File: src/pkg/spi_slave_pkg.sv
package spi_slave_pkg;

  localparam int BYTE_BITS = 8;
  localparam int CNT_W = 3;

  // Bit counter value at the last bit of a byte
  localparam logic [CNT_W-1:0] LAST_BIT = 3'h7;
  localparam logic [CNT_W-1:0] CNT_ZERO = 3'h0;
  localparam logic [CNT_W-1:0] CNT_ONE = 3'h1;

  // Select-mode field encodings
  localparam logic [1:0] MODE_THREE_WIRE = 2'h0;
  localparam logic [1:0] MODE_FOUR_WIRE = 2'h1;

  localparam logic [BYTE_BITS-1:0] BYTE_RESET = 8'h00;

  // Least select-to-first-clock setup the master must give, in clk cycles
  localparam int SELECT_SETUP_CYCLES = 2;

  // Synchroniser lanes: sck, mosi, slave_select_n
  localparam int SYNC_LANES = 3;
  localparam int LANE_SCK = 0;
  localparam int LANE_MOSI = 1;
  localparam int LANE_SEL = 2;
  // Select idles high so no false falling edge leaves reset
  localparam logic [SYNC_LANES-1:0] SYNC_RESET = 3'h4;

endpackage : spi_slave_pkg

File: src/rtl/pin_sync.sv
module pin_sync #(
  parameter int WIDTH = 1,
  parameter logic [WIDTH-1:0] RESET_VAL = '0
) (
  input wire logic clk,
  input wire logic nrst,
  input wire logic [WIDTH-1:0] async_in,
  output logic [WIDTH-1:0] sync_out
);

  logic [WIDTH-1:0] meta_q;
  logic [WIDTH-1:0] sync_q;

  // First stage feeds only the second stage
  for (genvar i = 0; i < WIDTH; i++) begin : g_lane
    always_ff @(posedge clk or negedge nrst) begin
      if (!nrst) begin
        meta_q[i] <= RESET_VAL[i];
        sync_q[i] <= RESET_VAL[i];
      end else begin
        meta_q[i] <= async_in[i];
        sync_q[i] <= meta_q[i];
      end
    end
  end

  assign sync_out = sync_q;

endmodule : pin_sync

File: src/rtl/spi_slave_mode_engine.sv
// Functional notes
// - Enabled unit with master setting off acts only as slave to external clock.
// - Master drives SCK; device samples MOSI and drives MISO on that clock.
// - Count SCK edges; after 8 bits set done flag, copy byte to receive buffer.
// - Data port reads return receive buffer, never the live shift register.
// - Slave never starts a transfer nor generates SCK.
// - Data port writes land in a separate transmit buffer while the shift register is busy.
// - Empty shift register between bytes takes the written data immediately, bypassing the buffer.
// - Busy shift register reloads from transmit buffer after last SCK edge.
// - Both three-wire and four-wire select modes, chosen by select-mode bits.
// - Four-wire slave mode when select-mode field is 01, the default.
// - Four-wire: select input low means active, high means inactive.
// - Four-wire: falling edge of select clears the bit counter.
// - Data on MOSI and MISO travel most significant bit first.
// - MISO high impedance when disabled or unselected in four-wire mode.
// - Three-wire slave is permanently selected.
// - Four-wire with select high ignores all SCK activity.
module spi_slave_mode_engine (
  input wire logic clk,
  input wire logic nrst,
  input wire logic unit_enable,
  input wire logic master_enable,
  input wire logic [1:0] select_mode_field,
  input wire logic sck,
  input wire logic mosi,
  input wire logic slave_select_n,
  output logic miso_o,
  output logic miso_oe_n,
  input wire logic shift_data_write,
  input wire logic [spi_slave_pkg::BYTE_BITS-1:0] shift_data_wdata,
  output logic [spi_slave_pkg::BYTE_BITS-1:0] shift_data_port,
  output logic byte_done_flag,
  input wire logic flag_clear,
  output logic tx_buffer_full
);

  typedef struct packed {
    logic sck_prev;
    logic sel_prev;
    logic [spi_slave_pkg::CNT_W-1:0] bit_cnt;
    logic [spi_slave_pkg::BYTE_BITS-1:0] shifter;
    logic shift_full;
    logic [spi_slave_pkg::BYTE_BITS-1:0] tx_buf;
    logic tx_full;
    logic [spi_slave_pkg::BYTE_BITS-1:0] rx_buf;
    logic done;
    logic miso;
    logic miso_oe_n;
  } state_t;

  state_t st_q;
  state_t st_d;

  logic [spi_slave_pkg::SYNC_LANES-1:0] pins_s;
  logic sck_s;
  logic mosi_s;
  logic sel_n_s;

  pin_sync #(
    .WIDTH(spi_slave_pkg::SYNC_LANES),
    .RESET_VAL(spi_slave_pkg::SYNC_RESET)
  ) u_sync (
    .clk(clk),
    .nrst(nrst),
    .async_in({slave_select_n, mosi, sck}),
    .sync_out(pins_s)
  );

  assign sck_s = pins_s[spi_slave_pkg::LANE_SCK];
  assign mosi_s = pins_s[spi_slave_pkg::LANE_MOSI];
  assign sel_n_s = pins_s[spi_slave_pkg::LANE_SEL];

  logic slave_on;
  logic three_wire;
  logic four_wire;
  logic selected;
  logic sel_fall;
  logic sck_rise;
  logic done_evt;
  logic load_now;
  logic [spi_slave_pkg::BYTE_BITS-1:0] rx_byte;

  assign slave_on = unit_enable && !master_enable;
  assign three_wire = select_mode_field == spi_slave_pkg::MODE_THREE_WIRE;
  assign four_wire = select_mode_field == spi_slave_pkg::MODE_FOUR_WIRE;
  // Master-output select codes leave the slave deselected
  assign selected = slave_on && (three_wire || (four_wire && !sel_n_s));
  assign sel_fall = four_wire && st_q.sel_prev && !sel_n_s;
  // Only the master's edges move the shifter; no local clock exists
  assign sck_rise = selected && !sel_fall && sck_s && !st_q.sck_prev;
  assign done_evt = sck_rise && st_q.bit_cnt == spi_slave_pkg::LAST_BIT;
  assign rx_byte = {st_q.shifter[spi_slave_pkg::BYTE_BITS-2:0], mosi_s};
  // Mid-byte the shifter holds live bits, so a write must wait
  assign load_now = shift_data_write && !st_q.shift_full && st_q.bit_cnt == spi_slave_pkg::CNT_ZERO
                    && !sck_rise;

  always_comb begin
    st_d = st_q;
    st_d.sck_prev = sck_s;
    st_d.sel_prev = sel_n_s;
    if (sel_fall) begin
      st_d.bit_cnt = spi_slave_pkg::CNT_ZERO;
    end else if (sck_rise) begin
      st_d.shifter = rx_byte;
      st_d.bit_cnt = st_q.bit_cnt + spi_slave_pkg::CNT_ONE;
    end
    if (done_evt) begin
      st_d.rx_buf = rx_byte;
      st_d.shift_full = 1'b0;
      if (st_q.tx_full) begin
        st_d.shifter = st_q.tx_buf;
        st_d.shift_full = 1'b1;
        st_d.tx_full = 1'b0;
      end
    end
    if (load_now) begin
      st_d.shifter = shift_data_wdata;
      st_d.shift_full = 1'b1;
    end else if (shift_data_write) begin
      st_d.tx_buf = shift_data_wdata;
      st_d.tx_full = 1'b1;
    end
    // Set beats a clear in the same cycle
    if (done_evt) begin
      st_d.done = 1'b1;
    end else if (flag_clear) begin
      st_d.done = 1'b0;
    end
    st_d.miso = st_d.shifter[spi_slave_pkg::BYTE_BITS-1];
    st_d.miso_oe_n = !selected;
  end

  always_ff @(posedge clk or negedge nrst) begin
    if (!nrst) begin
      st_q <= '{
        sck_prev: 1'b0,
        sel_prev: 1'b1,
        bit_cnt: spi_slave_pkg::CNT_ZERO,
        shifter: spi_slave_pkg::BYTE_RESET,
        shift_full: 1'b0,
        tx_buf: spi_slave_pkg::BYTE_RESET,
        tx_full: 1'b0,
        rx_buf: spi_slave_pkg::BYTE_RESET,
        done: 1'b0,
        miso: 1'b0,
        miso_oe_n: 1'b1
      };
    end else begin
      st_q <= st_d;
    end
  end

  assign miso_o = st_q.miso;
  assign miso_oe_n = st_q.miso_oe_n;
  assign shift_data_port = st_q.rx_buf;
  assign byte_done_flag = st_q.done;
  assign tx_buffer_full = st_q.tx_full;

  chk_master_off: assert property (@(posedge clk) disable iff (!nrst)
    master_enable |=> miso_oe_n)
    else $error("MISO driven while master setting on");

  chk_miso_hiz: assert property (@(posedge clk) disable iff (!nrst)
    (!unit_enable || (four_wire && sel_n_s)) |=> miso_oe_n)
    else $error("MISO driven while disabled or unselected");

  chk_three_wire: assert property (@(posedge clk) disable iff (!nrst)
    (slave_on && three_wire) |=> !miso_oe_n)
    else $error("Three-wire slave not driving MISO");

  chk_sel_clears: assert property (@(posedge clk) disable iff (!nrst)
    sel_fall |=> st_q.bit_cnt == spi_slave_pkg::CNT_ZERO)
    else $error("Bit counter not cleared on select fall");

  chk_sck_ignored: assert property (@(posedge clk) disable iff (!nrst)
    (four_wire && sel_n_s) |=> st_q.bit_cnt == $past(st_q.bit_cnt))
    else $error("Bit counter moved while deselected");

  chk_byte_done: assert property (@(posedge clk) disable iff (!nrst)
    done_evt |=> byte_done_flag && shift_data_port == $past(rx_byte))
    else $error("Byte completion not flagged or not copied");

  chk_flag_sticky: assert property (@(posedge clk) disable iff (!nrst)
    (byte_done_flag && !flag_clear) |=> byte_done_flag)
    else $error("Done flag dropped without clear");

  chk_tx_direct: assert property (@(posedge clk) disable iff (!nrst)
    load_now |=> st_q.shifter == $past(shift_data_wdata) && !tx_buffer_full == !$past(tx_buffer_full))
    else $error("Empty shifter not loaded at once");

  chk_tx_buffered: assert property (@(posedge clk) disable iff (!nrst)
    (shift_data_write && !load_now) |=> tx_buffer_full && st_q.tx_buf == $past(shift_data_wdata))
    else $error("Write not held in transmit buffer");

  chk_tx_reload: assert property (@(posedge clk) disable iff (!nrst)
    (done_evt && st_q.tx_full && !shift_data_write) |=> st_q.shifter == $past(st_q.tx_buf) && !tx_buffer_full)
    else $error("Shifter not reloaded after last edge");

  // Cycle-level guards on the shifter, counter, flags, buffers and MISO.
  // Each names the events that may legally move its target.
  chk_cnt_step: assert property (
    @(posedge clk) disable iff (!nrst)
    sck_rise
    |=> st_q.bit_cnt == $past(st_q.bit_cnt) + spi_slave_pkg::CNT_ONE)
    else $error("Bit counter did not advance on clock edge");

  chk_cnt_quiet: assert property (
    @(posedge clk) disable iff (!nrst)
    (!sck_rise && !sel_fall)
    |=> $stable(st_q.bit_cnt))
    else $error("Bit counter moved without a master edge");

  chk_shift_in: assert property (
    @(posedge clk) disable iff (!nrst)
    (sck_rise && !done_evt)
    |=> st_q.shifter == $past(rx_byte))
    else $error("Shifter did not take MOSI bit at the bottom");

  chk_done_hold: assert property (
    @(posedge clk) disable iff (!nrst)
    (!done_evt && !flag_clear)
    |=> $stable(byte_done_flag))
    else $error("Done flag changed with no byte and no clear");

  chk_flag_clear: assert property (
    @(posedge clk) disable iff (!nrst)
    (flag_clear && !done_evt)
    |=> !byte_done_flag)
    else $error("Done flag not cleared");

  chk_rx_hold: assert property (
    @(posedge clk) disable iff (!nrst)
    !done_evt
    |=> $stable(shift_data_port))
    else $error("Receive buffer changed mid byte");

  chk_tx_hold: assert property (
    @(posedge clk) disable iff (!nrst)
    (!shift_data_write && !done_evt)
    |=> $stable(tx_buffer_full))
    else $error("Transmit buffer state changed on its own");

  chk_tx_keep: assert property (
    @(posedge clk) disable iff (!nrst)
    (tx_buffer_full && !shift_data_write && !done_evt)
    |=> $stable(st_q.tx_buf))
    else $error("Pending transmit byte altered");

  chk_empty_after: assert property (
    @(posedge clk) disable iff (!nrst)
    (done_evt && !st_q.tx_full && !shift_data_write)
    |=> !st_q.shift_full)
    else $error("Shifter not marked empty after byte");

  chk_no_start: assert property (
    @(posedge clk) disable iff (!nrst)
    (!selected && !shift_data_write)
    |=> $stable(st_q.shifter))
    else $error("Shifter moved while not selected");

  chk_four_drive: assert property (
    @(posedge clk) disable iff (!nrst)
    (slave_on && four_wire && !sel_n_s)
    |=> !miso_oe_n)
    else $error("Selected four-wire slave not driving MISO");

  // Master-only select codes must never let the slave drive
  chk_mode_decode: assert property (
    @(posedge clk) disable iff (!nrst)
    (!three_wire && !four_wire)
    |=> miso_oe_n)
    else $error("MISO driven under a master-only select code");

  chk_miso_steady: assert property (
    @(posedge clk) disable iff (!nrst)
    (!sck_rise && !load_now)
    |=> $stable(miso_o))
    else $error("MISO changed between master edges");

  chk_slave_off: assert property (
    @(posedge clk) disable iff (!nrst)
    !slave_on
    |=> !$rose(byte_done_flag))
    else $error("Byte completed while slave logic is off");

  chk_desel_quiet: assert property (
    @(posedge clk) disable iff (!nrst)
    (four_wire && sel_n_s)
    |=> !$rose(byte_done_flag))
    else $error("Byte completed while deselected");

  chk_off_frozen: assert property (
    @(posedge clk) disable iff (!nrst)
    (!slave_on && !sel_fall)
    |=> $stable(st_q.bit_cnt))
    else $error("Bit counter moved while slave logic is off");

endmodule : spi_slave_mode_engine

File: config.mk
export PLATFORM = sky130hd
export DESIGN_NAME = spi_slave_mode_engine
export DESIGN_NICKNAME = d
export VERILOG_FILES = /design/src/pkg/spi_slave_pkg.sv /design/src/rtl/pin_sync.sv /design/src/rtl/spi_slave_mode_engine.sv
export SDC_FILE = /design/constraint.sdc
export NUM_CORES = 1
export LEC_CHECK = 0
export BUFFER_PORTS_ARGS = -buffer_cell sky130_fd_sc_hd__buf_2
export CORE_UTILIZATION = 30
export DETAILED_ROUTE_END_ITERATION = 10
export PLACE_DENSITY = 0.5
export RECOVER_POWER = 50
export SLEW_MARGIN = 10
export SYNTH_ARGS = -nofsm -noshare
export SYNTH_HDL_FRONTEND = slang
export SYNTH_HIERARCHICAL = 1
export SYNTH_SLANG_ARGS = --single-unit
File: constraint.sdc
create_clock -name clk -period 3 [get_ports clk]
set_input_delay 0.45 -clock clk [delete_from_list [all_inputs] [get_ports clk]]
set_output_delay 0.45 -clock clk [all_outputs]
set_load 0.005 [all_outputs]
== Word level (Yosys, flattened, before mapping) ==
Cells that the tools add are included.
Operators by class
  add/subtract/negate cells: 1
  $mul: 0
  div/mod/pow operators: 0
  order comparisons: 0
  equality and inequality tests: 2
  shift operators: 0
  multiplexer cells: 11
  bitwise gates (word level): 1
  reduce and logical (&&, ||, !) cells: 26
Operators with widths (number)
  two-way mux 9 bit: 4
  logical AND 1 bit: 12
  two-way mux 11 bit: 1
  two-way mux 8 bit: 1
  logical NOT 1 bit: 7
  nonzero test 2 bit: 3
  two-way mux 1 bit: 4
  adder 3 x 1 -> 3 bit, second input constant: 1
  equality test 3 bit, second input constant: 1
  logical NOT 3 bit: 1
  two-way mux 3 bit: 1
  equality test 2 x 1 -> 1 bit, second input constant: 1
  logical NOT 2 bit: 1
  AND reduction 2 bit: 1
  logical OR 1 bit: 1
  inverter 1 bit: 1
Word-level totals
  bits in registers: 40
  latch bits: 0
  bits in writable memories: 0
  ROM bits: 0
  input port bits: 19
  logic and storage cells: 58
  memories kept: 0

== Longest topological paths before layout ==
  word-level depth: 12
  gate-level depth with buffers: 7
  gate-level depth less buffers: 6

== By module ==
The synthesis kept the hierarchy.
By module, submodules not included
  spi_slave_mode_engine: times used 1, cells an instance 127, area each 1582.8 um2, seq. area each 828.3 um2
  pin_sync: times used 1, cells an instance 6, area each 152.6 um2, seq. area each 152.6 um2

== Least setup slack after synthesis ==
OpenSTA, ideal clock, no wires.
  path type: register to register
  start: register st_q[29] in the netlist's numbering
  end: register st_q, in the netlist shift_data_port[2]
  setup time: 0.125 ns
  arrival: 1.647 ns
  data required time: 2.875 ns
  path slack: 1.228 ns
  cell stages (with the launch flop): 7
  period minus slack after synthesis: 1.772 ns
  cells stage by stage: dfrtp_1 -> ha_1 -> ha_1 -> and3b_1 -> nand4_1 -> buf_2 -> mux2_2
Between the ends
  cells in the longest elaborated chain, start to end: 2
Ends and longest elaborated chain
  start: declaration: line spi_slave_mode_engine.sv:51  | state_t st_q;
  start signal: assignment: line spi_slave_mode_engine.sv:135  | st_q <= '{
  start signal: assignment: line spi_slave_mode_engine.sv:149  | st_q <= st_d;
  equality test 3 bit: line spi_slave_mode_engine.sv:91  | assign done_evt = sck_rise && st_q.bit_cnt == spi_slave_pkg::LAST_BIT;
  logical AND 1 bit: line spi_slave_mode_engine.sv:91
No other way between the ends.
A chain may end at the register's enable or synchronous reset.

== Worst setup path in the final report ==
  start: register st_q[29] in the netlist's numbering
  end: register st_q, in the netlist shift_data_port[5]
Same word-level chain as after synthesis.

==> metrics.md <==
| Metric | Value |
|---|---|
| Failing checks | `capacitance limit, slew limit` |
| Vias per inst | `4.68` |
| Vias in the first global route | `1163` |
| Setup Fix Bufs, Post-CTS | `0` |
| Hold Buf Count CTS | `0` |
| Gp weighted congestion | `0.746` |
| Die Wd | `78.1 um` |
| Post-layout nets | `180` |
| Total power | `1.18 mW` |
| DIE AREA | `0.00609 mm2` |
| Most common cell after layout, fill and taps aside | `dfrtp_1` |
| Final Hold Slack | `0.249 ns` |
| Bufs on Longest Clock Path | `2` |
| RSZ-0062 raised after global routing | `no` |
| DRT Pass-1 Iters | `4` |
| CTS tree | `built` |
| PwrDens | `586 mW/mm2` |
| GRT Overall Usage | `12.0%` |
| CTS root buf | `clkbuf_8` |
| Ant diodes | `0` |
| Avg Cell Area, Syn | `13.0 um2` |
| Design Area, Final | `0.00202 mm2` |
| Synth unique cells | `28` |
| Max Cap Viol | `1` |
| Largest net degree at the start of global routing | `40` |
| Post-layout util | `36.4%` |
| Placed Cells | `223` |
| Critical path launch point type | `flop` |
| Final Hold Vio Count | `0` |
| Worst hold path type | `input port to flop` |
| Via Count | `1081` |
| CTS sink count | `39` |
| Non-filler cells, final | `231` |
| DR WL/cell | `14.4 um` |
| Pins Over Slew Limit | `40` |
| Gr ovfl total | `0` |
| I/O Pins | `31` |
| # rows | `27` |
| Crit-path max FO | `12` |
| YS warnings | `6` |
| Minimum clock period | `2.24 ns` |
| Share of cells above drive strength 1 | `39.6%` |
| Cells after Synth | `133` |
| Placed cell area | `0.00190 mm2` |
| WP buf/inv | `0` |
| Peak VDD IR | `0.172 mV` |
| Dpl hpwl | `2240 um` |
| Worst setup margin | `0.762 ns` |
| Worst-Skew Late Latency | `0.29 ns` |
| H-tree depth | `2` |
| Critical path's largest stage delay | `0.51 ns` |
| Fin crit share | `74.6%` |
| P_leak | `0.965 nW` |
| Slowest-stage cell, CP | `nand4_1` |
| Filler cells | `563` |
| CP dominant cell by count | `ha_1` |
| CP cell instances | `ha_1, ha_1, and3b_1, nand4_1, mux2_2` |
| Place WS | `0.761 ns` |
| Seq cells post-synth | `39` |
| Most frequent cells in the layout | `35 x dfrtp_1, 29 x buf_2` |
| Worst Skew | `0.00421 ns` |
| Num CTS Buffers | `5` |
| First-pass GRT wire length | `5560 um` |
| Clock Pin Slew Worst Setup and Hold Paths | `0.08 ns` |
| Layout area overhead | `16.4%` |
| Worst Setup End Kind | `flop` |
| Delay-heaviest family, CP | `simple AND/OR/NAND/NOR gates` |
| Initial Util | `31.3%` |
| Antenna Nets Post-Route | `0` |
| Final Setup Violations | `0` |
| Mapped Nets | `155` |
| Status | `finished with violations` |
| Worst slew pin tran | `2.10 ns` |
| Die Height | `78.1 um` |
| Total Wirelength | `3320 um` |
| Critical path data required time | `3.18 ns` |
| Sequential area share after synthesis | `56.5%` |
| Initial antenna violation count | `0` |
| Mapped cell area | `0.00174 mm2` |
| Core area | `0.00554 mm2` |
| CP Data Arrival Time | `2.41 ns` |
| Resize count post-CTS | `0` |
| Max Fclk | `447 MHz` |
| DRT iter0 DRCs | `57` |
| DRC errors left | `0` |
| Setup tns final | `0 ns` |
| Critical path class | `flop to flop` |
| Worst slew margin | `-39.7%` |
| PortBufs | `30` |
[Yosys cell counts]
library cell,instances,area share (%)
inv_1,6,1.3
clkbuf_1,2,0.43
a31oi_1,1,0.36
o21ai_0,4,1.2
nand4_1,1,0.36
a31o_2,1,0.50
buf_6,1,0.65
nor2_1,2,0.43
a21bo_1,1,0.58
nand2_1,5,1.1
nand4bb_2,1,0.94
nor3b_4,1,1.1
mux2_2,8,5.2
dfstp_2,4,6.1
ha_1,3,2.2
and3b_1,1,0.50
mux2i_1,8,4.6
nor2b_1,1,0.36
nand4_2,1,0.72
a211oi_1,8,3.5
and3_1,8,2.9
buf_2,3,0.86
buf_4,8,3.5
nand3_1,2,0.58
a21oi_1,8,2.3
nor4bb_1,1,0.58
mux2_4,8,6.9
dfrtp_1,35,50
[worst paths after layout]
path	start	end	slack, ns	cells after the start
max in group asynchronous	nrst	st_q[18]	1.04	1
min in group asynchronous	nrst	st_q[33]	0.76	1
setup reg to reg	st_q[29]	shift_data_port[5]	0.76	5
setup / recovery	st_q[29]	shift_data_port[5]	0.76	5
hold reg to reg	u_sync/meta_q[0]	u_sync/sync_out[0]	0.36	0
hold / removal	slave_select_n	u_sync/meta_q[2]	0.25	1
[cells by family (layout without fill, tap and decap cells)]
kind of cell               after synthesis  count (layout)  share of synthesized area (%)
AOI/OAI and AO/OA                       23              23                           8.36
DFF                                     39              39                           56.5
muxes                                   24              24                           16.7
adders and majority gates                3               3                           2.16
and+or+nand+nor                         24              24                           9.52
buffers and inverters                   20              46                           6.71
[report_power, final]
group          switching (mW)  total, mW  internal [mW]  leakage [nW]
Combinational          0.0492      0.110         0.0608         0.434
Sequential             0.0392      0.621          0.581         0.470
Clock                   0.183      0.452          0.269        0.0612
[per-layer routing]
layer	vias up	wire length (um)	track usage, %
met3	7	138	3.26
li1	515	-	-
met5	-	0	0
met1	535	1440	13.4
met4	0	70	6.11
met2	24	1670	20.8
[registers in the layout (all words and copies together) (netlist names)]
| signal | cells |
|---|---|
| shift_data_port | 8 |
| miso_oe_n | 1 |
| tx_buffer_full | 1 |
| byte_done_flag | 1 |
| rx_byte | 7 |
| u_sync/meta_q | 3 |
| st_q | 14 |
| miso_o | 1 |
| u_sync/sync_out | 3 |
[layout make-up]
cell class                      instances  area [um2]  share of cell area (%)
Clock inverter                          2        35.0                    1.73
Inverter                                6        22.5                    1.12
Timing Repair Buffer                   32         164                    8.12
Sequential cell                        39         981                    48.6
Tap cell                               72        90.1                    4.46
Clock buffer                            6        82.6                    4.09
Multi-Input combinational cell         74         644                    31.9
Power figures use the tool's default switching activity.
